File: src/itsr_params.svh
// Constants for the input threshold, sync and over-voltage response command block
`ifndef ITSR_PARAMS_SVH
`define ITSR_PARAMS_SVH

// Command codes
`define ITSR_CMD_CLEAR 8'h03
`define ITSR_CMD_STORE 8'h15
`define ITSR_CMD_START 8'h35
`define ITSR_CMD_STOP 8'h36
`define ITSR_CMD_ILV 8'h37
`define ITSR_CMD_OVR 8'h41
`define ITSR_CMD_SBYTE 8'h78
`define ITSR_CMD_SWORD 8'h79
`define ITSR_CMD_SVOUT 8'h7A
`define ITSR_CMD_SINPUT 8'h7C
`define ITSR_CMD_SCML 8'h7E
`define ITSR_CMD_PCT 8'hC6
`define ITSR_CMD_MODE 8'hC8

// Reset values
`define ITSR_RST_START 16'hF80C
`define ITSR_RST_STOP 16'hF80C
`define ITSR_RST_ILV 16'h0000
`define ITSR_RST_OVR 8'h40
`define ITSR_RST_PCT 16'h0000
`define ITSR_RST_MODE 16'h0000

// Threshold word fields
`define ITSR_THR_EXP 5'h1F
`define ITSR_START_MIN 11'h006
`define ITSR_START_MAX 11'h015
`define ITSR_STOP_MIN 11'h005
`define ITSR_STOP_MAX 11'h014

// Accepted sync words
`define ITSR_ILV_ALONE 16'h0000
`define ITSR_ILV_MASTER 16'h0100
`define ITSR_ILV_SLV_IN 16'h0120
`define ITSR_ILV_SLV_OUT 16'h0121

// Response byte fields and codes, and the low-side bit of the mode word
`define ITSR_ACT_CONT 2'h0
`define ITSR_ACT_DELAY 2'h1
`define ITSR_RETRY_LATCH 3'h0
`define ITSR_RETRY_HICCUP 3'h7
`define ITSR_MODE_LS_BIT 2

// Status bit positions
`define ITSR_SB_OFF 6
`define ITSR_SB_VOUT_OV 5
`define ITSR_SB_VIN_UV 3
`define ITSR_SB_CML 1
`define ITSR_SW_VOUT 15
`define ITSR_SW_INPUT 13
`define ITSR_SV_OV 7
`define ITSR_SI_UV 4
`define ITSR_SC_DATA 7
`define ITSR_SC_CMD 6

// Timing
`define ITSR_CLK_MHZ 20
`define ITSR_DLY0_NS 6250
`define ITSR_DLY1_NS 7500
`define ITSR_DLY2_NS 8750
`define ITSR_DLY3_NS 10000
`define ITSR_HICCUP_MS 1000

`endif

File: src/itsr_pkg.sv
// Types shared by the threshold, sync and over-voltage response block
package itsr_pkg;

	// One command from the bus interface layer
	typedef struct packed {
		logic wr;          // Write strobe
		logic rd;          // Read strobe
		logic [7:0] code;  // Command code
		logic [15:0] data; // Write data
	} itsr_cmd_t;

	// Image handed to nonvolatile storage
	typedef struct packed {
		logic [15:0] start;
		logic [15:0] stop;
		logic [15:0] ilv;
		logic [7:0] ovr;
	} itsr_nvm_t;

	// Sync line modes
	typedef enum logic [3:0] {
		SY_ALONE = 4'b0001,
		SY_MASTER = 4'b0010,
		SY_IN = 4'b0100,
		SY_OUT = 4'b1000
	} itsr_sync_t;

	// Over-voltage response states
	typedef enum logic [3:0] {
		ST_RUN = 4'b0001,
		ST_DLY = 4'b0010,
		ST_OFF = 4'b0100,
		ST_HIC = 4'b1000
	} itsr_ov_t;

endpackage

File: src/itsr_core.sv
// Threshold, sync mode and over-voltage response command registers
`timescale 1ns/1ps
`include "itsr_params.svh"
module itsr_core import itsr_pkg::*; #(
	parameter int unsigned HICCUP_CYC = `ITSR_HICCUP_MS * `ITSR_CLK_MHZ * 1000,
	parameter int unsigned UVLO_CYC = 4000,
	parameter int unsigned SW_DIV = 33,
	parameter int unsigned LOSS_CYC = 256
) (
	input wire logic i_clk,           // Block clock, 20 MHz
	input wire logic i_rst,           // Synchronous reset
	input wire itsr_cmd_t i_cmd,      // Command from bus layer
	input wire logic i_bias_ok,       // Bias supply above enable level
	input wire logic i_vin_ge_start,  // Input at or above start level
	input wire logic i_vin_le_stop,   // Input at or below stop level
	input wire logic i_ov_cmp,        // Output over-voltage comparator
	input wire logic i_zero_warn,     // Zero-volt warning
	input wire logic i_enable_pin,    // Enable pin level
	input wire logic i_op_on,         // Operation command says on
	input wire logic i_other_fault,   // Another shutdown fault
	input wire logic i_sync_pin,      // Sync line level
	output logic [15:0] o_rd_data,    // Read data
	output logic o_rd_valid,          // Read data valid pulse
	output logic o_host_alert_n,      // Alert to host, low active
	output logic o_out_en,            // Power conversion allowed
	output logic o_hs_allow,          // High-side switch may turn on
	output logic o_ls_force,          // Low-side switch forced on
	output logic [15:0] o_start_thr,  // Start threshold word
	output logic [15:0] o_stop_thr,   // Stop threshold word
	output logic [2:0] o_ov_sel,      // Over-voltage threshold select
	output logic o_nvm_store,         // Store image pulse
	output itsr_nvm_t o_nvm,          // Image for storage
	output logic o_sync_out,          // Sync line drive value
	output logic o_sync_oe,           // Sync line drive enable
	output logic o_sw_tick            // Switching cycle start pulse
);
	localparam int HW = $clog2(HICCUP_CYC + 1);
	localparam int UW = $clog2(UVLO_CYC + 1);
	localparam int NPIN = 6;

	generate
		if (HICCUP_CYC < 2 || UVLO_CYC < 1) begin : g_bad
			$error("itsr_core: counts too small");
		end
	endgenerate

	// Delay from a two-bit code, least time rounded up to cycles
	function automatic logic [7:0] ov_delay(input logic [1:0] sel);
		unique case (sel)
			2'h0: ov_delay = 8'((`ITSR_DLY0_NS * `ITSR_CLK_MHZ + 999) / 1000);
			2'h1: ov_delay = 8'((`ITSR_DLY1_NS * `ITSR_CLK_MHZ + 999) / 1000);
			2'h2: ov_delay = 8'((`ITSR_DLY2_NS * `ITSR_CLK_MHZ + 999) / 1000);
			2'h3: ov_delay = 8'((`ITSR_DLY3_NS * `ITSR_CLK_MHZ + 999) / 1000);
		endcase
	endfunction

	// Linear word check: fixed exponent, mantissa inside a range
	function automatic logic thr_ok(input logic [15:0] w, input logic [10:0] lo, input logic [10:0] hi);
		thr_ok = (w[15:11] == `ITSR_THR_EXP) && (w[10:0] >= lo) && (w[10:0] <= hi);
	endfunction

	// Pin synchronisers, first stage read only by the second
	logic [NPIN-1:0] pm_q, ps_q;
	logic bias_s, ge_s, le_s, ov_s, zero_s, en_s;

	// Command registers
	logic [15:0] start_q, start_d, stop_q, stop_d, ilv_q, ilv_d, pct_q, pct_d, mode_q, mode_d;
	logic [7:0] ovr_q, ovr_d;
	logic [15:0] rd_d;
	logic rdv_d, store_d;
	itsr_nvm_t nvm_d;

	// Fault flags and strobes
	logic ovf_q, ovf_d, uvf_q, uvf_d, idat_q, idat_d, icmd_q, icmd_d;
	logic set_data, set_cmd, clr, uvlo_set;
	logic [7:0] sbyte;
	logic [15:0] sword;

	// Conversion and response state
	logic conv_q, conv_d;
	logic [UW-1:0] ucnt_q, ucnt_d;
	itsr_ov_t st_q, st_d;
	logic [7:0] ocnt_q, ocnt_d;
	logic [HW-1:0] hcnt_q, hcnt_d;
	logic stop_retry, out_d, hs_d, ls_d, alert_d;
	itsr_sync_t sy_mode;

	assign {bias_s, ge_s, le_s, ov_s, zero_s, en_s} = ps_q;

	// Command decode, write checks and read mux
	always_comb begin
		start_d = start_q;
		stop_d = stop_q;
		ilv_d = ilv_q;
		ovr_d = ovr_q;
		pct_d = pct_q;
		mode_d = mode_q;
		set_data = 1'b0;
		set_cmd = 1'b0;
		clr = 1'b0;
		store_d = 1'b0;
		rd_d = o_rd_data;
		rdv_d = i_cmd.rd;
		// A rejected word never reaches its register
		if (i_cmd.wr) begin
			unique case (i_cmd.code)
				`ITSR_CMD_START: begin
					if (thr_ok(i_cmd.data, `ITSR_START_MIN, `ITSR_START_MAX)
						&& (i_cmd.data[10:0] > stop_q[10:0])) begin
						start_d = i_cmd.data;
					end else begin
						set_data = 1'b1;
					end
				end
				`ITSR_CMD_STOP: begin
					if (thr_ok(i_cmd.data, `ITSR_STOP_MIN, `ITSR_STOP_MAX)
						&& (i_cmd.data[10:0] <= start_q[10:0])) begin
						stop_d = i_cmd.data;
					end else begin
						set_data = 1'b1;
					end
				end
				`ITSR_CMD_ILV: begin
					if (i_cmd.data inside {`ITSR_ILV_ALONE, `ITSR_ILV_MASTER,
						`ITSR_ILV_SLV_IN, `ITSR_ILV_SLV_OUT}) begin
						ilv_d = i_cmd.data;
					end else begin
						set_data = 1'b1;
					end
				end
				`ITSR_CMD_OVR: begin
					if ((i_cmd.data[15:8] == 8'h00) && (i_cmd.data[7:6] <= `ITSR_ACT_DELAY)
						&& (i_cmd.data[5:3] inside {`ITSR_RETRY_LATCH, `ITSR_RETRY_HICCUP})) begin
						ovr_d = i_cmd.data[7:0];
					end else begin
						set_data = 1'b1;
					end
				end
				`ITSR_CMD_PCT: pct_d = i_cmd.data;
				`ITSR_CMD_MODE: mode_d = i_cmd.data;
				`ITSR_CMD_CLEAR: clr = 1'b1;
				`ITSR_CMD_STORE: store_d = 1'b1;
				default: set_cmd = 1'b1;
			endcase
		end
		// Status words built from the latched flags and the output enable
		sbyte = 8'h00;
		sbyte[`ITSR_SB_OFF] = ~o_out_en;
		sbyte[`ITSR_SB_VOUT_OV] = ovf_q;
		sbyte[`ITSR_SB_VIN_UV] = uvf_q;
		sbyte[`ITSR_SB_CML] = idat_q | icmd_q;
		sword = {8'h00, sbyte};
		sword[`ITSR_SW_VOUT] = ovf_q;
		sword[`ITSR_SW_INPUT] = uvf_q;
		if (i_cmd.rd) begin
			unique case (i_cmd.code)
				`ITSR_CMD_START: rd_d = start_q;
				`ITSR_CMD_STOP: rd_d = stop_q;
				`ITSR_CMD_ILV: rd_d = ilv_q;
				`ITSR_CMD_OVR: rd_d = {8'h00, ovr_q};
				`ITSR_CMD_PCT: rd_d = pct_q;
				`ITSR_CMD_MODE: rd_d = mode_q;
				`ITSR_CMD_SBYTE: rd_d = {8'h00, sbyte};
				`ITSR_CMD_SWORD: rd_d = sword;
				`ITSR_CMD_SVOUT: rd_d = 16'(ovf_q) << `ITSR_SV_OV;
				`ITSR_CMD_SINPUT: rd_d = 16'(uvf_q) << `ITSR_SI_UV;
				`ITSR_CMD_SCML: rd_d = (16'(idat_q) << `ITSR_SC_DATA) | (16'(icmd_q) << `ITSR_SC_CMD);
				default: rd_d = 16'h0000;
			endcase
		end
		nvm_d = store_d ? {start_q, stop_q, ilv_q, ovr_q} : o_nvm;
		// Set wins over a clear in the same cycle
		ovf_d = ov_s | (ovf_q & ~clr);
		uvf_d = uvlo_set | (uvf_q & ~clr);
		idat_d = set_data | (idat_q & ~clr);
		icmd_d = set_cmd | (icmd_q & ~clr);
		alert_d = ~(ovf_d | uvf_d | idat_d | icmd_d);
	end

	// Input lockout watch and start/stop of conversion
	always_comb begin
		conv_d = conv_q;
		ucnt_d = ucnt_q;
		uvlo_set = 1'b0;
		if (!bias_s) begin
			conv_d = 1'b0;
			ucnt_d = '0;
		end else if (!conv_q) begin
			if (ge_s) begin
				conv_d = 1'b1;
				ucnt_d = '0;
			end else if (ucnt_q == UW'(UVLO_CYC)) begin
				uvlo_set = 1'b1;
			end else begin
				ucnt_d = ucnt_q + 1'b1;
			end
		end else if (le_s) begin
			conv_d = 1'b0;
			ucnt_d = '0;
		end
	end

	// Over-voltage response sequence
	always_comb begin
		st_d = st_q;
		ocnt_d = ocnt_q;
		hcnt_d = hcnt_q;
		stop_retry = ~en_s | ~i_op_on | ~bias_s | i_other_fault;
		unique case (st_q)
			ST_RUN: begin
				// Action 00 rides through; only the flag records it
				if (ov_s && (ovr_q[7:6] == `ITSR_ACT_DELAY)) begin
					st_d = ST_DLY;
					ocnt_d = ov_delay(ovr_q[1:0]);
				end
			end
			ST_DLY: begin
				if (!ov_s) begin
					st_d = ST_RUN;
				end else if (ocnt_q <= 8'h01) begin
					if (ovr_q[5:3] == `ITSR_RETRY_HICCUP) begin
						st_d = ST_HIC;
						hcnt_d = HW'(HICCUP_CYC - 1);
					end else begin
						st_d = ST_OFF;
					end
				end else begin
					ocnt_d = ocnt_q - 1'b1;
				end
			end
			ST_OFF: begin
				if (clr) begin
					st_d = ST_RUN;
				end
			end
			ST_HIC: begin
				if (stop_retry) begin
					st_d = ST_OFF;
				end else if (hcnt_q == '0) begin
					st_d = ST_RUN;
				end else begin
					hcnt_d = hcnt_q - 1'b1;
				end
			end
			default: st_d = ST_RUN;
		endcase
		out_d = conv_q & en_s & i_op_on & (st_q != ST_OFF) & (st_q != ST_HIC);
		hs_d = out_d & ~zero_s;
		ls_d = out_d & zero_s & mode_q[`ITSR_MODE_LS_BIT];
	end

	// Sync mode decode from the accepted word
	always_comb begin
		unique case (ilv_q)
			`ITSR_ILV_MASTER: sy_mode = SY_MASTER;
			`ITSR_ILV_SLV_IN: sy_mode = SY_IN;
			`ITSR_ILV_SLV_OUT: sy_mode = SY_OUT;
			default: sy_mode = SY_ALONE;
		endcase
	end

	// Sync line, switching tick
	itsr_sync #(
		.SW_DIV(SW_DIV),
		.LOSS_CYC(LOSS_CYC)
	) u_sync (
		.i_clk(i_clk),
		.i_rst(i_rst),
		.i_mode(sy_mode),
		.i_sync_pin(i_sync_pin),
		.o_sync_out(o_sync_out),
		.o_sync_oe(o_sync_oe),
		.o_sw_tick(o_sw_tick)
	);

	// All registers of the block
	always_ff @(posedge i_clk) begin
		if (i_rst) begin
			pm_q <= '0;
			ps_q <= '0;
			start_q <= `ITSR_RST_START;
			stop_q <= `ITSR_RST_STOP;
			ilv_q <= `ITSR_RST_ILV;
			ovr_q <= `ITSR_RST_OVR;
			pct_q <= `ITSR_RST_PCT;
			mode_q <= `ITSR_RST_MODE;
			ovf_q <= 1'b0;
			uvf_q <= 1'b0;
			idat_q <= 1'b0;
			icmd_q <= 1'b0;
			conv_q <= 1'b0;
			ucnt_q <= '0;
			st_q <= ST_RUN;
			ocnt_q <= 8'h00;
			hcnt_q <= '0;
			o_rd_data <= 16'h0000;
			o_rd_valid <= 1'b0;
			o_host_alert_n <= 1'b1;
			o_out_en <= 1'b0;
			o_hs_allow <= 1'b0;
			o_ls_force <= 1'b0;
			o_nvm_store <= 1'b0;
			o_nvm <= '0;
		end else begin
			pm_q <= {i_bias_ok, i_vin_ge_start, i_vin_le_stop, i_ov_cmp, i_zero_warn, i_enable_pin};
			ps_q <= pm_q;
			start_q <= start_d;
			stop_q <= stop_d;
			ilv_q <= ilv_d;
			ovr_q <= ovr_d;
			pct_q <= pct_d;
			mode_q <= mode_d;
			ovf_q <= ovf_d;
			uvf_q <= uvf_d;
			idat_q <= idat_d;
			icmd_q <= icmd_d;
			conv_q <= conv_d;
			ucnt_q <= ucnt_d;
			st_q <= st_d;
			ocnt_q <= ocnt_d;
			hcnt_q <= hcnt_d;
			o_rd_data <= rd_d;
			o_rd_valid <= rdv_d;
			o_host_alert_n <= alert_d;
			o_out_en <= out_d;
			o_hs_allow <= hs_d;
			o_ls_force <= ls_d;
			o_nvm_store <= store_d;
			o_nvm <= nvm_d;
		end
	end

	assign o_start_thr = start_q;
	assign o_stop_thr = stop_q;
	assign o_ov_sel = pct_q[11:9];
endmodule // itsr_core

File: src/itsr_sync.sv
// Sync line handling: master drive, slave lock, internal fallback
`timescale 1ns/1ps
module itsr_sync import itsr_pkg::*; #(
	parameter int unsigned SW_DIV = 33,
	parameter int unsigned LOSS_CYC = 256
) (
	input wire logic i_clk,          // Block clock
	input wire logic i_rst,          // Synchronous reset
	input wire itsr_sync_t i_mode,   // Decoded sync mode
	input wire logic i_sync_pin,     // Raw sync line level
	output logic o_sync_out,         // Sync line drive value
	output logic o_sync_oe,          // Sync line drive enable
	output logic o_sw_tick           // Switching cycle start pulse
);
	localparam int DW = $clog2(SW_DIV);
	localparam int LW = $clog2(LOSS_CYC + 1);

	generate
		if (SW_DIV < 4 || LOSS_CYC < SW_DIV) begin : g_bad
			$error("itsr_sync: bad divider or loss window");
		end
	endgenerate

	logic m_q, s_q, p_q;          // Two-stage sync, then edge history
	logic [DW-1:0] div_q, div_d;  // Internal switching divider
	logic [LW-1:0] los_q, los_d;  // Cycles since last sync edge
	logic out_d, oe_d, tick_d;
	logic slave, ext_edge, present, int_tick;

	// Next-value logic
	always_comb begin
		slave = (i_mode == SY_IN) || (i_mode == SY_OUT);
		int_tick = (div_q == DW'(SW_DIV - 1));
		// Falling edge of a half-duty master clock gives the opposite phase
		ext_edge = (i_mode == SY_OUT) ? (p_q & ~s_q) : (s_q & ~p_q);
		present = (los_q < LW'(LOSS_CYC));
		div_d = int_tick ? '0 : div_q + 1'b1;
		los_d = los_q;
		if (!slave) begin
			los_d = LW'(LOSS_CYC);
		end else if (ext_edge) begin
			los_d = '0;
		end else if (present) begin
			los_d = los_q + 1'b1;
		end
		if (slave && present) begin
			// Realign the divider so fallback keeps the last phase
			tick_d = ext_edge;
			if (ext_edge) begin
				div_d = '0;
			end
		end else begin
			tick_d = int_tick;
		end
		oe_d = (i_mode == SY_MASTER);
		out_d = oe_d && (div_q < DW'(SW_DIV / 2));
	end

	// Registers
	always_ff @(posedge i_clk) begin
		if (i_rst) begin
			m_q <= 1'b0;
			s_q <= 1'b0;
			p_q <= 1'b0;
			div_q <= '0;
			los_q <= LW'(LOSS_CYC);
			o_sync_out <= 1'b0;
			o_sync_oe <= 1'b0;
			o_sw_tick <= 1'b0;
		end else begin
			m_q <= i_sync_pin;
			s_q <= m_q;
			p_q <= s_q;
			div_q <= div_d;
			los_q <= los_d;
			o_sync_out <= out_d;
			o_sync_oe <= oe_d;
			o_sw_tick <= tick_d;
		end
	end
endmodule // itsr_sync

File: config.mk
export PLATFORM = sky130hd
export DESIGN_NAME = itsr_core
export DESIGN_NICKNAME = d
export VERILOG_FILES = /design/src/itsr_pkg.sv /design/src/itsr_core.sv /design/src/itsr_sync.sv
export VERILOG_INCLUDE_DIRS = /design/src
export SDC_FILE = /design/constraint.sdc
export NUM_CORES = 1
export LEC_CHECK = 0
export BUFFER_PORTS_ARGS = -buffer_cell sky130_fd_sc_hd__buf_2
export CORE_MARGIN = 8
export CORE_UTILIZATION = 40
export DETAILED_ROUTE_END_ITERATION = 10
export GPL_TIMING_DRIVEN = 0
export PLACE_DENSITY_LB_ADDON = 0.3
export SETUP_SLACK_MARGIN = 0.2
export SLEW_MARGIN = 30
export SYNTH_ARGS = -nofsm -noshare
export SYNTH_HDL_FRONTEND = slang
export SYNTH_HIERARCHICAL = 1
export SYNTH_SLANG_ARGS = --single-unit
File: constraint.sdc
create_clock -name i_clk -period 4.7 [get_ports i_clk]
set_input_delay 0.47 -clock i_clk [delete_from_list [all_inputs] [get_ports i_clk]]
set_output_delay 0.47 -clock i_clk [all_outputs]
set_load 0.03 [all_outputs]
==> out/summary.txt <==
Status: finished, final reports clean
Syn-to-layout area delta: 20.3%
Commonest non-fill, non-tap cell in the layout: dfxtp_1
Final WL: 34,600 um
PD cells: 362 nW/um^2
Max Slew Vio Count: 0
Number of DRC markers in iteration 0: 712
PostCTS Resize Cnt: 0
Sw power: 0.00104 W
Most used DFF post-synth: dfxtp_1
Initial Util: 40.2%
Measured slew at the worst slew-check pin: 981 ps
Post-DRT Antenna Nets: 0
Commonest non-fill, non-tap cells in the layout: 253 x dfxtp_1, 164 x nand2_1, 157 x buf_2
Core ar.: 27,500 um^2
Share of power burned in registers: 45.2%
Initial antenna violation count: 0
Post-CTS Setup Inserts: 0
Synthesized area per cell: 8.69 um^2
GRT Residual Overflow: 0
Root Driver: clkbuf_16
DRC viols: 0
Cell count after synthesis: 1,272
Detailed-route wire length per cell: 19.0 um
Placer Congestion: 0.951
CP Launch Type: flop
Syn_nets: 1,344
Pre-CTS WS: 1430 ps
Fraction of registers with async set/reset: 0%
CTS Sinks: 253
EDFF count, synth: 0
Max IR drop VDD: 0.000244 V
HPWL Detailed: 26,100 um
RSZ-0062 raised after global routing: no
# port buffers: 152
Final worst-path setup slack: 1570 ps
Layout cell share with drive strength beyond 1: 15.4%
CP Capture Type: flop
Worst Hold Class: input pin to flop
Min Tclk post-route: 3130 ps
Die X-Extent: 182 um
Antenna Cells: 0
TNS Setup: 0 ps
Total GRT Usage: 20.2%
Worst-Skew Late Latency: 540 ps
Fmax: 0.320 GHz
CTS max path bufs: 3
CP arrival: 3500 ps
Post-layout util: 48.4%
Vias in the first global route: 9,636
CP Data Required Time: 5070 ps
Vias/cell: 5.47
Synth cell types: 71
Leakage: 5.39 nW
Sw frac: 21.7%
Final setup vio count: 0
Final hold slack: 137 ps
Global-route wire length before repair: 53,900 um
Buffers and inverters on the worst path: 1
Slowest stage delay, CP: 710 ps
Critical Setup Path Class: flop to flop
Syn. warnings: 6
CTS tree: done
Num rows: 61
Hold-fix buffers at CTS: 0
Nets: 1,526
Slew headroom: 34.0%
Sequential area share after synthesis: 45.8%
H-tree Lvls: 1
Largest delay share family, worst path: compound AO/OA/AOI/OAI gates
Largest net degree at the start of global routing: 14
FF+latch count, synth: 253
Synth Cell Area: 11,100 um^2
Worst clock skew: 8.46 ps
Clock Power Share: 50.5%
Die area: 33,200 um^2
Clock-pin slew on the worst setup and hold paths: 60 ps
Period utilization: 66.6%
IO Pins: 153
Max-Cap Viols: 0
Die Height: 182 um
CP Cell Sequence: inv_1 > ha_1 > a21oi_1 > o21ai_0 > a2111oi_0 > o21a_1 > o311ai_1 > a2111oi_1
Logic pwr share: 4.3%
CTS buffer count: 28
Hold Fails Final Rpt: 0
CP max FO: 5
Drt pass-1 iters: 5
Worst path slowest cell: a2111oi_1
Int Pwr: 0.00377 W
Fill cell count: 2,679
Routed via count: 9,952
==> state kept, by name, indices dropped and copies added (netlist names), 16 cells and up <==
name / cells
o_rd_data: 16
mode_q: 16
o_nvm: 56
ilv_q: 16
o_stop_thr: 16
pct_q: 16
o_start_thr: 16
hcnt_q: 25
==> worst paths after layout <==
kind	startpoint	slack [ps]	to	cells after the start
min	i_zero_warn	140	pm_q[1]$_SDFF_PP0_	2
max reg2reg	o_start_thr[4]$_SDFFE_PP0P_	1570	o_host_alert_n$_SDFF_PP1_	8
min reg2reg	ps_q[1]$_SDFF_PP0_	410	o_hs_allow$_SDFF_PP0_	1
max	o_start_thr[4]$_SDFFE_PP0P_	1570	o_host_alert_n$_SDFF_PP1_	8
==> layout make-up <==
class | instances | area [um^2] | share of cell area, %
plain buffers | 68 | 280 | 2.11
clock buffers | 39 | 823 | 6.19
clock inverters | 12 | 213 | 1.60
inverters | 45 | 169 | 1.27
multi-input cells | 906 | 5550 | 41.8
flip-flops and latches | 253 | 5060 | 38.1
well taps | 346 | 433 | 3.26
repair buffers | 152 | 761 | 5.72
==> metal layers <==
layer | wire length (um) | part of all wire (%) | vias to the layer above | track usage (%)
met5 | 0 | 0 | - | 0
met4 | 1410 | 4.1 | 0 | 8.46
met3 | 2360 | 6.8 | 88 | 3.96
met2 | 15800 | 46 | 345 | 33.4
met1 | 15100 | 44 | 4698 | 25.4
li1 | - | - | 4821 | -
==> logic make-up after synthesis <==
family          count (synthesis)  share of synthesized area (%)
fa+ha+maj                      35                           3.96
compound gates                255                           14.6
flops                         253                           45.8
simple gates                  525                           23.7
xor+xnor                       37                           2.93
mux                            54                           4.94
buf+inv                       113                           4.06
==> worst reg2reg max path, delay by kind of cell (launching register included) <==
family	cells	cell delay (ps)
compound gates	6	2060
fa+ha+maj	1	300
buf+inv	1	80
flops	1	530
==> synth_stat cells, types with 20 or more instances <==
master / instances / area (um^2)
inv_1: 44 / 165
nor2_1: 134 / 503
xor2_1: 27 / 236
nor3_1: 24 / 120
nand3_1: 22 / 110
clkbuf_1: 53 / 199
and2_1: 24 / 150
nand2_1: 164 / 616
nand4_1: 20 / 125
dfxtp_1: 253 / 5060
o21ai_1: 21 / 105
nor2b_1: 24 / 150
o21ai_0: 30 / 150
mux2i_1: 50 / 500
ha_1: 35 / 438
a21oi_1: 96 / 480
==> through the flow <==
| step | total power [W] | instance area, um^2 | instances |
|---|---|---|---|
| floorplan | 0.00233 | 11100 | 1272 |
| detailed placement | 0.00242 | 12300 | 1770 |
| CTS | 0.00485 | 13300 | 1821 |
| global route | 0.00496 | 13300 | 1821 |
| finish | 0.00481 | 13300 | 1821 |
| global placement | 0.00242 | 12200 | 1770 |
==> power groups by stage <==
stage | clock network (W) | registers, W | logic, W
final | 0.00243 | 0.00217 | 0.000207
after global routing | 0.00256 | 0.00217 | 0.000227
after CTS | 0.00247 | 0.00217 | 0.000205
after detailed placement | 0 | 0.00222 | 0.000204
after global placement | 0 | 0.00222 | 0.000201
after floorplan | 0 | 0.00222 | 0.000115
Power figures use the tool's default switching activity.
